File: config.mk
export PLATFORM = sky130hd
export DESIGN_NAME = mtcap_csrs
export DESIGN_NICKNAME = d
export VERILOG_FILES = /design/src/hdl/mtcap_pkg.sv /design/src/hdl/mtcap_csrs.sv /design/src/hdl/mtcap_legalise.sv /design/src/hdl/mtcap_prio.sv
export SDC_FILE = /design/constraint.sdc
export NUM_CORES = 2
export LEC_CHECK = 0
export ABC_AREA = 1
export BUFFER_PORTS_ARGS = -buffer_cell sky130_fd_sc_hd__buf_4
export CORE_AREA = 10 10 364 366
export DETAILED_ROUTE_END_ITERATION = 8
export DIE_AREA = 0 0 374 376
export PLACE_DENSITY = 0.66
export SLEW_MARGIN = 10
export SYNTH_ARGS = -nofsm -noshare
export SYNTH_HDL_FRONTEND = slang
export SYNTH_SLANG_ARGS = --single-unit
File: constraint.sdc
create_clock -name clk -period 3.4 [get_ports clk]
set_clock_uncertainty 0.1 [all_clocks]
set_input_delay 0 -clock clk [delete_from_list [all_inputs] [get_ports clk]]
set_output_delay 0 -clock clk [all_outputs]
set_load 0.005 [all_outputs]
File: src/hdl/mtcap_pkg.sv
`default_nettype none
package mtcap_pkg;

    // ==========================================================
    // Widths and CSR numbers
    localparam int XLEN = 64;
    localparam logic [11:0] CSR_MSCRATCHC = 12'h760;
    localparam logic [11:0] CSR_MEPCC     = 12'h761;
    localparam logic [11:0] CSR_MEDELEG   = 12'h302;
    localparam logic [11:0] CSR_MCAUSE    = 12'h342;
    localparam logic [11:0] CSR_TVAL      = 12'h343;

    // ==========================================================
    // Synchronous exception codes
    // RL11: standard exception codes
    localparam logic [5:0] EXC_IMISAL  = 6'h00;
    localparam logic [5:0] EXC_IACC    = 6'h01;
    localparam logic [5:0] EXC_ILLEGAL = 6'h02;
    localparam logic [5:0] EXC_BRK     = 6'h03;
    localparam logic [5:0] EXC_LMISAL  = 6'h04;
    localparam logic [5:0] EXC_LACC    = 6'h05;
    localparam logic [5:0] EXC_SMISAL  = 6'h06;
    localparam logic [5:0] EXC_SACC    = 6'h07;
    localparam logic [5:0] EXC_ECALL_U = 6'h08;
    localparam logic [5:0] EXC_ECALL_S = 6'h09;
    localparam logic [5:0] EXC_ECALL_M = 6'h0b;
    localparam logic [5:0] EXC_IPF     = 6'h0c;
    localparam logic [5:0] EXC_LPF     = 6'h0d;
    localparam logic [5:0] EXC_SPF     = 6'h0f;
    localparam logic [5:0] EXC_CAPF    = 6'h1c;

    // ==========================================================
    // Reset values, masks, trap value layout
    localparam logic [63:0] MEDELEG_MASK  = 64'h0000_0000_1000_bbff;
    localparam logic [63:0] MEDELEG_RESET = 64'h0;
    localparam logic [63:0] MCAUSE_RESET  = 64'h0;
    localparam logic [63:0] TVAL_RESET    = 64'h0;
    localparam int TVAL_TYPE_LSB  = 16;
    localparam int TVAL_CAUSE_LSB = 0;
    localparam logic [1:0] PRIV_M = 2'h3;

    // RL19: fault type codes
    typedef enum logic [3:0] {
        MTCAP_FT_FETCH = 4'h0,
        MTCAP_FT_DATA  = 4'h1,
        MTCAP_FT_JUMP  = 4'h2
    } mtcap_ftype_t;

    // RL20: fault cause codes
    typedef enum logic [3:0] {
        MTCAP_FC_TAG    = 4'h0,
        MTCAP_FC_SEAL   = 4'h1,
        MTCAP_FC_PERM   = 4'h2,
        MTCAP_FC_LENGTH = 4'h3
    } mtcap_fcause_t;

    // ==========================================================
    // Carriers
    typedef struct packed {
        logic        tag;
        logic [3:0]  otype;
        logic [11:0] perms;
        logic [63:0] base;
        logic [63:0] top;
        logic [63:0] addr;
    } mtcap_cap_t;

    localparam mtcap_cap_t NULL_CAP = '0;

    typedef struct packed {
        logic ibrk;
        logic cap_fetch;
        logic ipf;
        logic iacc_xlat;
        logic iacc_phys;
        logic illegal;
        logic imisal;
        logic ecall_u;
        logic ecall_s;
        logic ecall_m;
        logic ebreak;
        logic dbrk;
        logic cap_data;
        logic lmisal;
        logic smisal;
        logic lpf;
        logic spf;
        logic lacc;
        logic sacc;
    } mtcap_src_t;

    typedef struct packed {
        logic          valid;
        logic          write;
        logic [11:0]   addr;
        mtcap_cap_t    wdata;
    } mtcap_csr_req_t;

    typedef struct packed {
        logic          valid;
        mtcap_src_t    src;
        mtcap_cap_t    pcc;
        mtcap_ftype_t  ftype;
        mtcap_fcause_t fcause;
        logic [63:0]   tval;
    } mtcap_trap_t;

endpackage
`default_nettype wire

File: src/hdl/mtcap_csrs.sv
// What this block does
// RL1: Scratch resets null, stores every field
// RL2: Return-address register full capability, resets null
// RL3: Writes force address bit 0 low
// RL4: Bit 1 reads low under 32-bit alignment
// RL5: Unrepresentable legalised address clears the tag
// RL6: Sealed capability keeps tag if unchanged
// RL7: Only machine traps load it, with pcc
// RL8: Executable vector, invalid addresses need not fit
// RL9: Return unseals it into pcc
// RL10: Cause register holds capability fault code
// RL11: Standard synchronous exception code encoding
// RL12: Breakpoint, then fetch capability fault first
// RL13: Data capability fault below ecall, above translation
// RL14: Misalignment optionally early, otherwise lowest
// RL15: Delegation bit 28 writable, sends to supervisor
// RL16: Machine capability fault writes type and cause
// RL17: Type bits 19:16, cause bits 3:0
// RL18: Trap value read-only zero when unused
// RL19: Type codes fetch, data, jump
// RL20: Cause codes tag, seal, permission
`timescale 1ns/1ns
`default_nettype none
module mtcap_csrs
    import mtcap_pkg::*;
#(
    parameter bit ALIGN_SWITCHABLE = 1'b1,
    parameter bit MISAL_HIGH       = 1'b0,
    parameter bit TVAL_RO          = 1'b0
)
(
    // Clock and reset
    input  wire logic           clk,
    input  wire logic           rstn,
    // CSR access
    input  wire mtcap_csr_req_t csr_req,
    output mtcap_cap_t          csr_rdata,
    output logic                csr_rvalid,
    // Trap entry
    input  wire mtcap_trap_t    trap,
    input  wire logic [1:0]     cur_priv,
    output logic                trap_to_m,
    output logic                trap_to_s,
    output logic [5:0]          trap_code,
    // Machine return
    input  wire logic           machine_return_instruction,
    output mtcap_cap_t          ret_pcc,
    output logic                ret_valid,
    // Alignment mode
    input  wire logic           instruction_alignment_setting
);

    // ==========================================================
    // State
    mtcap_cap_t  scratch;
    mtcap_cap_t  epc;
    logic [63:0] mcause;
    logic [63:0] medeleg;
    logic [63:0] trap_val;

    mtcap_cap_t  wr_src;
    mtcap_cap_t  wr_legal;
    mtcap_cap_t  rd_legal;
    logic        prio_hit;
    logic [5:0]  prio_code;
    logic        deleg;
    logic        take_m;
    logic        take_s;
    logic        csr_wr;
    logic        align32;
    logic [63:0] next_trap_val;

    // ==========================================================
    // Legalisers and priority
    // Trap entry shares the write legaliser so pcc gets bit 0 cleared too
    assign wr_src  = take_m ? trap.pcc : csr_req.wdata;
    assign align32 = ALIGN_SWITCHABLE && instruction_alignment_setting;

    mtcap_legalise u_wr_legal (
        .cap_in     (wr_src),
        .clear_bit1 (1'b0),
        .cap_out    (wr_legal)
    );

    // RL4: read path clears bit 1
    mtcap_legalise u_rd_legal (
        .cap_in     (epc),
        .clear_bit1 (align32),
        .cap_out    (rd_legal)
    );

    mtcap_prio #(
        .MISAL_HIGH (MISAL_HIGH)
    ) u_prio (
        .src  (trap.src),
        .hit  (prio_hit),
        .code (prio_code)
    );

    // ==========================================================
    // Trap routing
    // RL15: delegation by medeleg bit
    assign deleg  = medeleg[prio_code] && (cur_priv != PRIV_M);
    assign take_m = trap.valid && prio_hit && !deleg;
    assign take_s = trap.valid && prio_hit && deleg;
    assign csr_wr = csr_req.valid && csr_req.write;

    always_ff @(posedge clk or negedge rstn) begin
        if (!rstn) begin
            trap_to_m <= 1'b0;
            trap_to_s <= 1'b0;
            trap_code <= 6'h00;
        end else begin
            trap_to_m <= take_m;
            trap_to_s <= take_s;
            trap_code <= prio_hit ? prio_code : 6'h00;
        end
    end

    // ==========================================================
    // Scratch capability
    always_ff @(posedge clk or negedge rstn) begin
        // RL1: null at reset, no metadata legalising
        if (!rstn) begin
            scratch <= NULL_CAP;
        end else if (csr_wr && csr_req.addr == CSR_MSCRATCHC) begin
            scratch <= csr_req.wdata;
        end
    end

    // ==========================================================
    // Exception return-address capability
    always_ff @(posedge clk or negedge rstn) begin
        // RL2: null at reset
        if (!rstn) begin
            epc <= NULL_CAP;
        // RL7: trap wins over a software write
        end else if (take_m) begin
            epc <= wr_legal;
        // RL3: bit 0 cleared on every write
        end else if (csr_wr && csr_req.addr == CSR_MEPCC) begin
            epc <= wr_legal;
        end
    end

    // ==========================================================
    // Cause and delegation
    always_ff @(posedge clk or negedge rstn) begin
        if (!rstn) begin
            mcause <= MCAUSE_RESET;
        // RL10: six code bits reach 28
        end else if (take_m) begin
            mcause <= {58'h0, prio_code};
        end else if (csr_wr && csr_req.addr == CSR_MCAUSE) begin
            mcause <= csr_req.wdata.addr;
        end
    end

    always_ff @(posedge clk or negedge rstn) begin
        if (!rstn) begin
            medeleg <= MEDELEG_RESET;
        // RL15: bit 28 is writable
        end else if (csr_wr && csr_req.addr == CSR_MEDELEG) begin
            medeleg <= csr_req.wdata.addr & MEDELEG_MASK;
        end
    end

    // ==========================================================
    // Trap value
    always_comb begin
        next_trap_val = trap_val;
        if (take_m && prio_code == EXC_CAPF) begin
            // RL16: fault type and cause
            // RL17: fields placed, rest zero
            next_trap_val = 64'h0;
            next_trap_val[TVAL_TYPE_LSB +: 4]  = trap.ftype;
            next_trap_val[TVAL_CAUSE_LSB +: 4] = trap.fcause;
        end else if (take_m) begin
            next_trap_val = trap.tval;
        end else if (csr_wr && csr_req.addr == CSR_TVAL) begin
            next_trap_val = csr_req.wdata.addr;
        end
    end

    always_ff @(posedge clk or negedge rstn) begin
        if (!rstn) begin
            trap_val <= TVAL_RESET;
        // RL18: read-only zero option
        end else if (TVAL_RO) begin
            trap_val <= TVAL_RESET;
        end else begin
            trap_val <= next_trap_val;
        end
    end

    // ==========================================================
    // Read port, one cycle after the request
    always_ff @(posedge clk or negedge rstn) begin
        if (!rstn) begin
            csr_rdata  <= NULL_CAP;
            csr_rvalid <= 1'b0;
        end else begin
            csr_rvalid <= csr_req.valid && !csr_req.write;
            csr_rdata  <= NULL_CAP;
            if (csr_req.valid && !csr_req.write) begin
                case (csr_req.addr)
                    CSR_MSCRATCHC: begin
                        csr_rdata <= scratch;
                    end
                    CSR_MEPCC: begin
                        csr_rdata <= rd_legal;
                    end
                    CSR_MCAUSE: begin
                        csr_rdata.addr <= mcause;
                    end
                    CSR_MEDELEG: begin
                        csr_rdata.addr <= medeleg;
                    end
                    CSR_TVAL: begin
                        csr_rdata.addr <= trap_val;
                    end
                    default: begin
                        csr_rdata <= NULL_CAP;
                    end
                endcase
            end
        end
    end

    // ==========================================================
    // Machine return
    // RL8: no widening for invalid addresses, the vector only executes
    always_ff @(posedge clk or negedge rstn) begin
        if (!rstn) begin
            ret_pcc   <= NULL_CAP;
            ret_valid <= 1'b0;
        end else begin
            ret_valid <= machine_return_instruction;
            if (machine_return_instruction) begin
                ret_pcc <= rd_legal;
                // RL9: unseal on install
                ret_pcc.otype <= 4'h0;
            end
        end
    end

    // ==========================================================
    // Checks
    epc_bit0_a: assert property ( // RL3
        @(posedge clk) disable iff (!rstn)
        epc.addr[0] == 1'b0)
        else $error("return address bit 0 set");

    scratch_keep_a: assert property ( // RL1
        @(posedge clk) disable iff (!rstn)
        csr_wr && csr_req.addr == CSR_MSCRATCHC
        |=> scratch == $past(csr_req.wdata))
        else $error("scratch lost written fields");

    epc_trap_a: assert property ( // RL7
        @(posedge clk) disable iff (!rstn)
        take_m |=> epc.addr == {$past(trap.pcc.addr[63:1]), 1'b0})
        else $error("trap did not load pcc");

    epc_hold_a: assert property ( // RL7
        @(posedge clk) disable iff (!rstn)
        !take_m && !(csr_wr && csr_req.addr == CSR_MEPCC) |=> $stable(epc))
        else $error("return address changed unprompted");

    epc_bit1_a: assert property ( // RL4
        @(posedge clk) disable iff (!rstn)
        csr_req.valid && !csr_req.write && csr_req.addr == CSR_MEPCC && align32
        |=> csr_rvalid && csr_rdata.addr[1] == 1'b0)
        else $error("bit 1 visible under 32-bit alignment");

    ret_unseal_a: assert property ( // RL9
        @(posedge clk) disable iff (!rstn)
        machine_return_instruction
        |=> ret_valid && ret_pcc.otype == 4'h0
            && ret_pcc.addr == $past(rd_legal.addr))
        else $error("return capability not unsealed");

    tval_fields_a: assert property ( // RL17
        @(posedge clk) disable iff (!rstn)
        take_m && prio_code == EXC_CAPF && !TVAL_RO
        |=> trap_val[19:16] == $past(trap.ftype) && trap_val[3:0] == $past(trap.fcause)
            && trap_val[63:20] == 44'h0 && trap_val[15:4] == 12'h0)
        else $error("trap value layout wrong");

    cause_28_a: assert property ( // RL10
        @(posedge clk) disable iff (!rstn)
        take_m && prio_code == EXC_CAPF |=> mcause == 64'h1c)
        else $error("cause did not record 28");

    deleg_cap_a: assert property ( // RL15
        @(posedge clk) disable iff (!rstn)
        trap.valid && prio_hit && prio_code == EXC_CAPF && medeleg[28]
        && cur_priv != PRIV_M && !csr_wr
        |=> trap_to_s && !trap_to_m && $stable(epc) && $stable(mcause))
        else $error("delegated fault taken in machine mode");

    brk_first_a: assert property ( // RL12
        @(posedge clk) disable iff (!rstn)
        trap.valid && trap.src.ibrk |-> prio_code == EXC_BRK)
        else $error("breakpoint not highest");

    fetch_cap_a: assert property ( // RL12
        @(posedge clk) disable iff (!rstn)
        trap.valid && !trap.src.ibrk && trap.src.cap_fetch |-> prio_code == EXC_CAPF)
        else $error("fetch capability fault outranked");

    data_cap_a: assert property ( // RL13
        @(posedge clk) disable iff (!rstn)
        trap.valid && trap.src.cap_data && (trap.src.lpf || trap.src.sacc)
        && !trap.src.illegal && !trap.src.ecall_u && !trap.src.dbrk
        && !trap.src.ibrk && !trap.src.cap_fetch && !trap.src.ipf
        && !trap.src.iacc_xlat && !trap.src.iacc_phys && !trap.src.imisal
        && !trap.src.ecall_s && !trap.src.ecall_m && !trap.src.ebreak
        |-> prio_code == EXC_CAPF)
        else $error("data capability fault misranked");

    misal_low_a: assert property ( // RL14
        @(posedge clk) disable iff (!rstn)
        !MISAL_HIGH && trap.valid && trap.src.lmisal && trap.src.lpf
        && !trap.src.cap_data && !trap.src.illegal
        |-> prio_code != EXC_LMISAL)
        else $error("misalignment not lowest");

    tval_ro_a: assert property ( // RL18
        @(posedge clk) disable iff (!rstn)
        TVAL_RO |-> trap_val == 64'h0)
        else $error("trap value not read-only zero");

    tval_other_a: assert property ( // RL16
        @(posedge clk) disable iff (!rstn)
        take_m && prio_code != EXC_CAPF && !TVAL_RO |=> trap_val == $past(trap.tval))
        else $error("non-capability trap value wrong");

    epc_rep_a: assert property ( // RL5
        @(posedge clk) disable iff (!rstn)
        epc.tag |-> epc.addr >= epc.base && epc.addr <= epc.top)
        else $error("tagged return address outside region");

endmodule
`default_nettype wire

File: src/hdl/mtcap_legalise.sv
`timescale 1ns/1ns
`default_nettype none
module mtcap_legalise
    import mtcap_pkg::*;
(
    // Capability in and out
    input  wire mtcap_cap_t cap_in,
    input  wire logic       clear_bit1,
    output mtcap_cap_t      cap_out
);

    logic [63:0] legal_addr;
    logic        in_rep;
    logic        changed;

    always_comb begin
        legal_addr = {cap_in.addr[63:2], cap_in.addr[1] & ~clear_bit1, 1'b0};
        in_rep     = (legal_addr >= cap_in.base) && (legal_addr <= cap_in.top);
        changed    = legal_addr != cap_in.addr;
        cap_out    = cap_in;
        cap_out.addr = legal_addr;
        // RL5: unrepresentable drops tag
        // RL6: sealed keeps tag only if unchanged
        cap_out.tag = cap_in.tag && in_rep && !((cap_in.otype != 4'h0) && changed);
    end

endmodule
`default_nettype wire

File: src/hdl/mtcap_prio.sv
`timescale 1ns/1ns
`default_nettype none
module mtcap_prio
    import mtcap_pkg::*;
#(
    parameter bit MISAL_HIGH = 1'b0
)
(
    // Pending sources
    input  wire mtcap_src_t src,
    // Winner
    output logic            hit,
    output logic [5:0]      code
);

    always_comb begin
        hit  = 1'b1;
        code = EXC_BRK;
        // RL12: breakpoint, then early capability fault
        if (src.ibrk) begin
            code = EXC_BRK;
        end else if (src.cap_fetch) begin
            code = EXC_CAPF;
        end else if (src.ipf) begin
            code = EXC_IPF;
        end else if (src.iacc_xlat || src.iacc_phys) begin
            code = EXC_IACC;
        end else if (src.illegal) begin
            code = EXC_ILLEGAL;
        end else if (src.imisal) begin
            code = EXC_IMISAL;
        end else if (src.ecall_u) begin
            code = EXC_ECALL_U;
        end else if (src.ecall_s) begin
            code = EXC_ECALL_S;
        end else if (src.ecall_m) begin
            code = EXC_ECALL_M;
        end else if (src.ebreak || src.dbrk) begin
            code = EXC_BRK;
        // RL13: data capability fault above data faults
        end else if (src.cap_data) begin
            code = EXC_CAPF;
        // RL14: optional early misalignment
        end else if (MISAL_HIGH && src.lmisal) begin
            code = EXC_LMISAL;
        end else if (MISAL_HIGH && src.smisal) begin
            code = EXC_SMISAL;
        end else if (src.lpf) begin
            code = EXC_LPF;
        end else if (src.spf) begin
            code = EXC_SPF;
        end else if (src.lacc) begin
            code = EXC_LACC;
        end else if (src.sacc) begin
            code = EXC_SACC;
        end else if (src.lmisal) begin
            code = EXC_LMISAL;
        end else if (src.smisal) begin
            code = EXC_SMISAL;
        end else begin
            hit = 1'b0;
        end
    end

endmodule
`default_nettype wire

==> Word level (Yosys, flattened, before mapping) <==
Cells that the tools add are included.
{ "totals": {"register_bits": 984, "latch_bits": 0, "ramBits": 0, "mem_bits_ro": 0, "input_bits": 530, "out_inout_bits": 428, "elab_cells": 125, "n_memories": 0} }
{ "classes": {"addsub": 0, "mul": 0, "div_mod_pow": 0, "magnitude_cmp": 5, "eq_ne": 8, "shift": 0, "mux": 48, "bitwise": 2, "n_reduce_logical": 31} }
{ "ops": {"columns": ["cell", "count"], "rows": [
  ["$mux W209", 4],
  ["$mux W64", 5],
  ["$pmux W64 S5", 1],
  ["$pmux W145 S2", 1],
  ["$ge A64 B64 Y1", 2],
  ["$le A64 B64 Y1", 2],
  ["$mux W6", 17],
  ["$eq A12 B10 Y1 const B", 3],
  ["$eq A12 B11 Y1 const B", 2],
  ["$logic_and A1 B1 Y1", 20],
  ["$mux W1", 18],
  ["$reduce_bool A4 Y1", 2],
  ["$lt A6 B7 Y1 const B", 1],
  ["$bmux W1 S6", 1],
  ["$eq A6 B5 Y1 const B", 1],
  ["$logic_not A1 Y1", 4],
  ["$reduce_bool A2 Y1", 2],
  ["$mux W3", 1],
  ["$reduce_bool A3 Y1", 1],
  ["$logic_or A1 B1 Y1", 2],
  ["$ne A2 B2 Y1", 1],
  ["$ne A2 B2 Y1 const B", 1],
  ["$and A1 B1 Y1", 1],
  ["$not A1 Y1", 1]
]} }

==> Depth between registers and ports, before layout <==
{ "logic_depth": {"ltp_word": 29, "mapped_depth": 39, "depth_no_buf": 37} }

==> Cells and area by module <==
A second synthesis with hierarchy kept.
{ "hier_totals": {"hier_cells": 6122, "area_unflattened_um2": 51768.4} }
{ "by_module_without_submodules": {"columns": ["mod", "instances", "cells_each", "area_each_um2", "seq_area_each_um2"], "rows": [
  ["mtcap_csrs", 1, 4517, 41509.8, 24648.6],
  ["mtcap_legalise (u_wr_legal)", 1, 775, 5006.1, 0.0],
  ["mtcap_legalise (u_rd_legal)", 1, 773, 4988.5, 0.0],
  ["mtcap_prio", 1, 57, 264.0, 0.0]
]} }

==> Least setup slack after synthesis <==
Ideal clock, no wire load.
{ "synth_path": {"path_type": "input-to-reg", "startpoint": "input trap[295] (netlist name)", "endpoint": "register epc[208] (netlist name)", "setup_ps": 65, "t_arrival_ps": 3413, "t_required_ps": 3235, "path_slack_ps": -178, "path_stages": 30, "path_buffers": 3, "cell_sequence": "or2_4 nor3_2 nand2_1 nand2_2 nand2_2 inv_2 nand2_1 nand2_1 a21oi_1 a21oi_1 nand2_1 nand2_2 nand2_4 nand2_8 inv_4 buf_6 buf_6 buf_4 nand2_1 nand2_1 ha_1 nand2_1 nor4_1 nor4b_1 nand3_1 o32ai_2 nand2_1 nor2_1 nand2_1 nand2_1"} }
{ "synth_rtl": {"columns": ["element", "line", "rtl"], "rows": [
  ["start: declaration", "mtcap_csrs.sv:40", "input wire mtcap_trap_t trap,"],
  ["end signal: assignment", "mtcap_csrs.sv:139", "epc <= wr_legal;"],
  ["end signal: assignment", "mtcap_csrs.sv:142", "epc <= wr_legal;"],
  ["end: declaration", "mtcap_csrs.sv:56", "mtcap_cap_t epc;"]
]} }

==> Worst setup path after layout <==
{ "layout_path": {"startpoint": "register medeleg[15]", "endpoint": "register epc[208] (netlist name)"} }
{ "layout_via": {"elab_chain_cells": 12, "word_cells_on_any_way": 17, "cone_classes": "2 x order compare; 5 x mux; 10 x reduce/logical"} }
{ "layout_lines": {"columns": ["element", "line", "rtl"], "rows": [
  ["start: declaration", "mtcap_csrs.sv:58", "logic [63:0] medeleg;"],
  ["start signal: assignment", "mtcap_csrs.sv:164", "medeleg <= csr_req.wdata.addr & MEDELEG_MASK;"],
  ["$bmux W1 S6 (*)", "mtcap_csrs.sv:103", "assign deleg = medeleg[prio_code] && (cur_priv != PRIV_M);"],
  ["$mux W1 (implied by the code) (*)", "mtcap_csrs.sv:103", null],
  ["$logic_and A1 B1 Y1 (*)", "mtcap_csrs.sv:103", null],
  ["$logic_not A1 Y1 (*)", "mtcap_csrs.sv:104", "assign take_m = trap.valid && prio_hit && !deleg;"],
  ["$logic_and A1 B1 Y1 (*)", "mtcap_csrs.sv:104", null],
  ["$mux W209", "mtcap_csrs.sv:76", "assign wr_src = take_m ? trap.pcc : csr_req.wdata;"],
  ["$ge A64 B64 Y1, or another cell as far along", "mtcap_legalise.sv:18", "in_rep = (legal_addr >= cap_in.base) && (legal_addr <= cap_in.top);"],
  ["$logic_and A1 B1 Y1, on equally long branches", "mtcap_legalise.sv:18, mtcap_legalise.sv:24", null],
  ["$logic_and A1 B1 Y1 / $logic_not A1 Y1 (equally long branches)", "mtcap_legalise.sv:24", "cap_out.tag = cap_in.tag && in_rep && !((cap_in.otype != 4'h0) && changed);"],
  ["$logic_and A1 B1 Y1", "mtcap_legalise.sv:24", null],
  ["$mux W209", "mtcap_csrs.sv:141", "end else if (csr_wr && csr_req.addr == CSR_MEPCC) begin"],
  ["$mux W209", "mtcap_csrs.sv:138", "end else if (take_m) begin"]
]} }
Every way passes the cells marked *; elsewhere a longest branch is shown, timed or not. The select of a mux whose other input is x is not followed.
A chain may end at the register's enable or synchronous reset.

==> results.toml <==
[synthesis]
synth_top_area_cell = "dfrtp_1"
synthTopCellsByArea = "dfrtp_1 (53%), nand2_1 (12%), ha_1 (6.8%)"
synth_top_cell_area_share_pct = 53.1
ys_seq_area_share_pct = 53.1
synth_cell_type_count = 52
yosys_warnings = 0
async_flop_share_pct = 100
synth_seq_cells = 982
synth_commonest_cells = "nand2_1 (1438), dfrtp_1 (982), o21ai_0 (478)"
ys_dominant_reg_cell = "dfrtp_1"
synth_edf_count = 0
avgSynthCellArea_sq_um = 9.40
synth.most_common_cell = "nand2_1"
synth_area_sq_um = 46300
syn_inst = 4926

[sta]
setup_slack_ns = -0.567
fin_crit_sh_pct = 117
finalCriticalPeriod_ns = 3.97
finalSetupViolations = 1
whs_ns = 0.0144
worstMarginPinSlew_ns = 0.950
timing.fmax_mhz = 252
slew_headroom_pct = 36.6
drv_slew = 0
rsz0062_at_grt = "yes"
final_hold_viol_count = 0

[min_path]
hp-start = "csr_req[2]"
hp-class = "primary input to register"
hold_depth = 3
holdPathEnd = "scratch[2]"

[route]
drt_wl_total_um = 222000
drt_iter0_drc = 5440
dr.pass1.iters = 8
wl_per_cell_um = 25.4
ant_nets = 0
vias = 47500
vias_per_cell = 5.43
route.detailed.drc = 0

[power_and_ir_drop]
p_sw_share_pct = 30.5
comb_power_share_pct = 23.2
clkPwrFrac_pct = 36.3
seq_power_share_pct = 40.5
p_sw_mw = 10.3
leakage_nw = 34.9
p_per_area_nw_per_um2 = 474
p_int_mw = 23.4
peakVddDrop_v = 0.000388

[setup_path]
crit_fanout = 17
crit_buf_inv = 5
slowest_delay_ns = 0.40
r2r_setup_slack_ns = -0.57
r2r-start = "medeleg[15]"
required_ns = 3.91
worstReg2RegEnd = "epc[208]"
crit_top_cell = "nand2_1"
path_class = "register to register"
reg2regPathDepth = 25
cp-end-kind = "register"
worstPathArrival_ns = 4.48
cp_slowest_cell = "dfrtp_1"
critPathLaunchType = "register"
cp_top_family = "compound AO/OA/AOI/OAI gates"

[floorplanning]
io_pins = 958
die_w_um = 374
dieArea_sq_um = 141000
rows = 130
initial_utilization_pct = 37.0
core_area_sq_um = 125000
fp.dieH_um = 376

[grt]
grt_pass1_vias = 48500
antenna_found_initial = 48
grt_pass1_wl_um = 319000
grt_max_degree = 117
track_usage_pct = 30.0
overflow = 0

[clock_network]
insertion_delay_ns = 0.73
clkSinkCount = 982
cts-root-buf = "clkbuf_16"
clk_pin_slew_ns = 0.06
numCtsBuffers = 106
cts_htree_levels = 3
cts_tree = "yes"
cts_buffer_depth = 3

[run_status]
violations = "setup timing"
outcome = "complete, but fails checks"

[placed_design]
dp_hpwl_um = 156000
post-place-ws_ns = -1.28
globalplace.congestion = 0.973
port_buffers = 951

[layout]
area_growth_pct = 53.4
filler_cell_count = 10200
nNetsFinal = 7746
drive_gt1_share_pct = 27.1

[job]
cap_viol_max_count = 0
power by group through the flow:
stage               clock network, mW  registers (mW)  logic [mW]
finish                           12.2            13.6        7.80
global route                     12.8            13.7        8.47
CTS                              12.3            13.6        7.46
detailed placement                  0            13.8        6.54
global placement                    0            13.7        6.41
floorplan                           0            13.5        2.93
stage by stage:
stage                     util (%)  std cells  TNS (ns)  total power [mW]  area, sq um
after floorplan                  -       4931   -0.0977              16.5        46300
after global placement        46.4       7681     -4.59              20.1        58100
after detailed placement      46.4       7681     -3.06              20.3        58100
after CTS                     56.0       8673    -0.572              33.3        70000
after global routing          56.7       8725     -1.14              35.0        70900
final                         56.8       8744    -0.567              33.6        71000
registers in the layout, summed over array words and instances (netlist names):
name        count
trap_code       5
mcause         64
trap_to_s       1
ret_valid       1
medeleg        15
csr_rdata     209
csr_rvalid      1
epc           208
trap_to_m       1
scratch       209
trap_val       64
ret_pcc       204
worst reg2reg max path: cells and delay by family (launching register included):
kind | cells | cell delay [ns]
DFF | 1 | 0.40
AOI/OAI and AO/OA | 5 | 1.02
muxes | 1 | 0.29
adders and majority gates | 1 | 0.24
buffers and inverters | 5 | 0.89
and+or+nand+nor | 13 | 0.90
layout by cell type, fill, tap and decap left out, types with 23 or more instances in the layout:
master,count
o21ai_0,475
clkbuf_1,24
o21ai_1,70
nor2_1,115
a221oi_1,57
clkbuf_16,110
a21oi_1,259
clkinv_2,23
mux2i_1,99
buf_4,1331
o22ai_1,58
clkbuf_8,25
nand4_1,40
nand2_2,24
diode_2,41
buf_12,51
dlygate4sd3_1,790
ha_1,243
inv_1,322
nand2_1,1419
dfrtp_1,982
nand3_1,103
mux2_2,184
layout make-up:
cell class | count | area [sq um] | share of cell area (%)
diodes | 41 | 103 | 0.145
clock buffers | 155 | 3090 | 4.35
clock inverters | 42 | 529 | 0.745
inverters | 338 | 1320 | 1.86
multi-input cells | 3339 | 19900 | 28.0
flip-flops and latches | 982 | 24600 | 34.6
well taps | 1650 | 2060 | 2.91
repair buffers | 2197 | 19400 | 27.4
worst max-delay path by stage:
stage	cells after the start	startpoint	end	slack [ns]
after detailed placement	36	trap[286]	epc[208]	-1.28
after global routing	29	medeleg[7]	epc[208]	-0.74
after global placement	36	trap[286]	epc[208]	-1.29
after CTS	27	medeleg[15]	epc[208]	-0.55
final	25	medeleg[15]	epc[208]	-0.57
after floorplan	32	trap[288]	epc[208]	-0.1
per-layer routing:
metal / vias up / wire [um] / track usage, % / part of all wire, %
li1: 20700 / - / - / -
met1: 23200 / 84600 / 36.8 / 38
met2: 2918 / 102000 / 48.1 / 46
met3: 685 / 22000 / 7.89 / 9.9
met4: 20 / 13000 / 16.0 / 5.9
met5: - / 119 / 0 / 0.054
kinds of logic (layout without fill, tap and decap cells):
family                   Yosys count  after routing  synth area share (%)
flip-flops                       982            982                  53.1
multiplexers                     312            312                  7.24
other                              1             47               0.00810
AND/OR/NAND/NOR                 1760           1761                  15.1
AO/OA/AOI/OAI                   1008           1008                  12.2
buffers and inverters            611           2732                  5.60
adder cells (fa/ha/maj)          252            252                  6.81
repair_timing:
action | 4_1_cts | 5_1_grt
cloned | 3 | 5
hold buffers | 791 | 0
setup endpoints to repair | 3 | 23
gates resized for setup | 54 | 98
endpoints found under the hold margin | 1769 | 0
setup buffers | 1 | 26
pin swaps | 5 | 34
(Power assumes the default switching activity.)
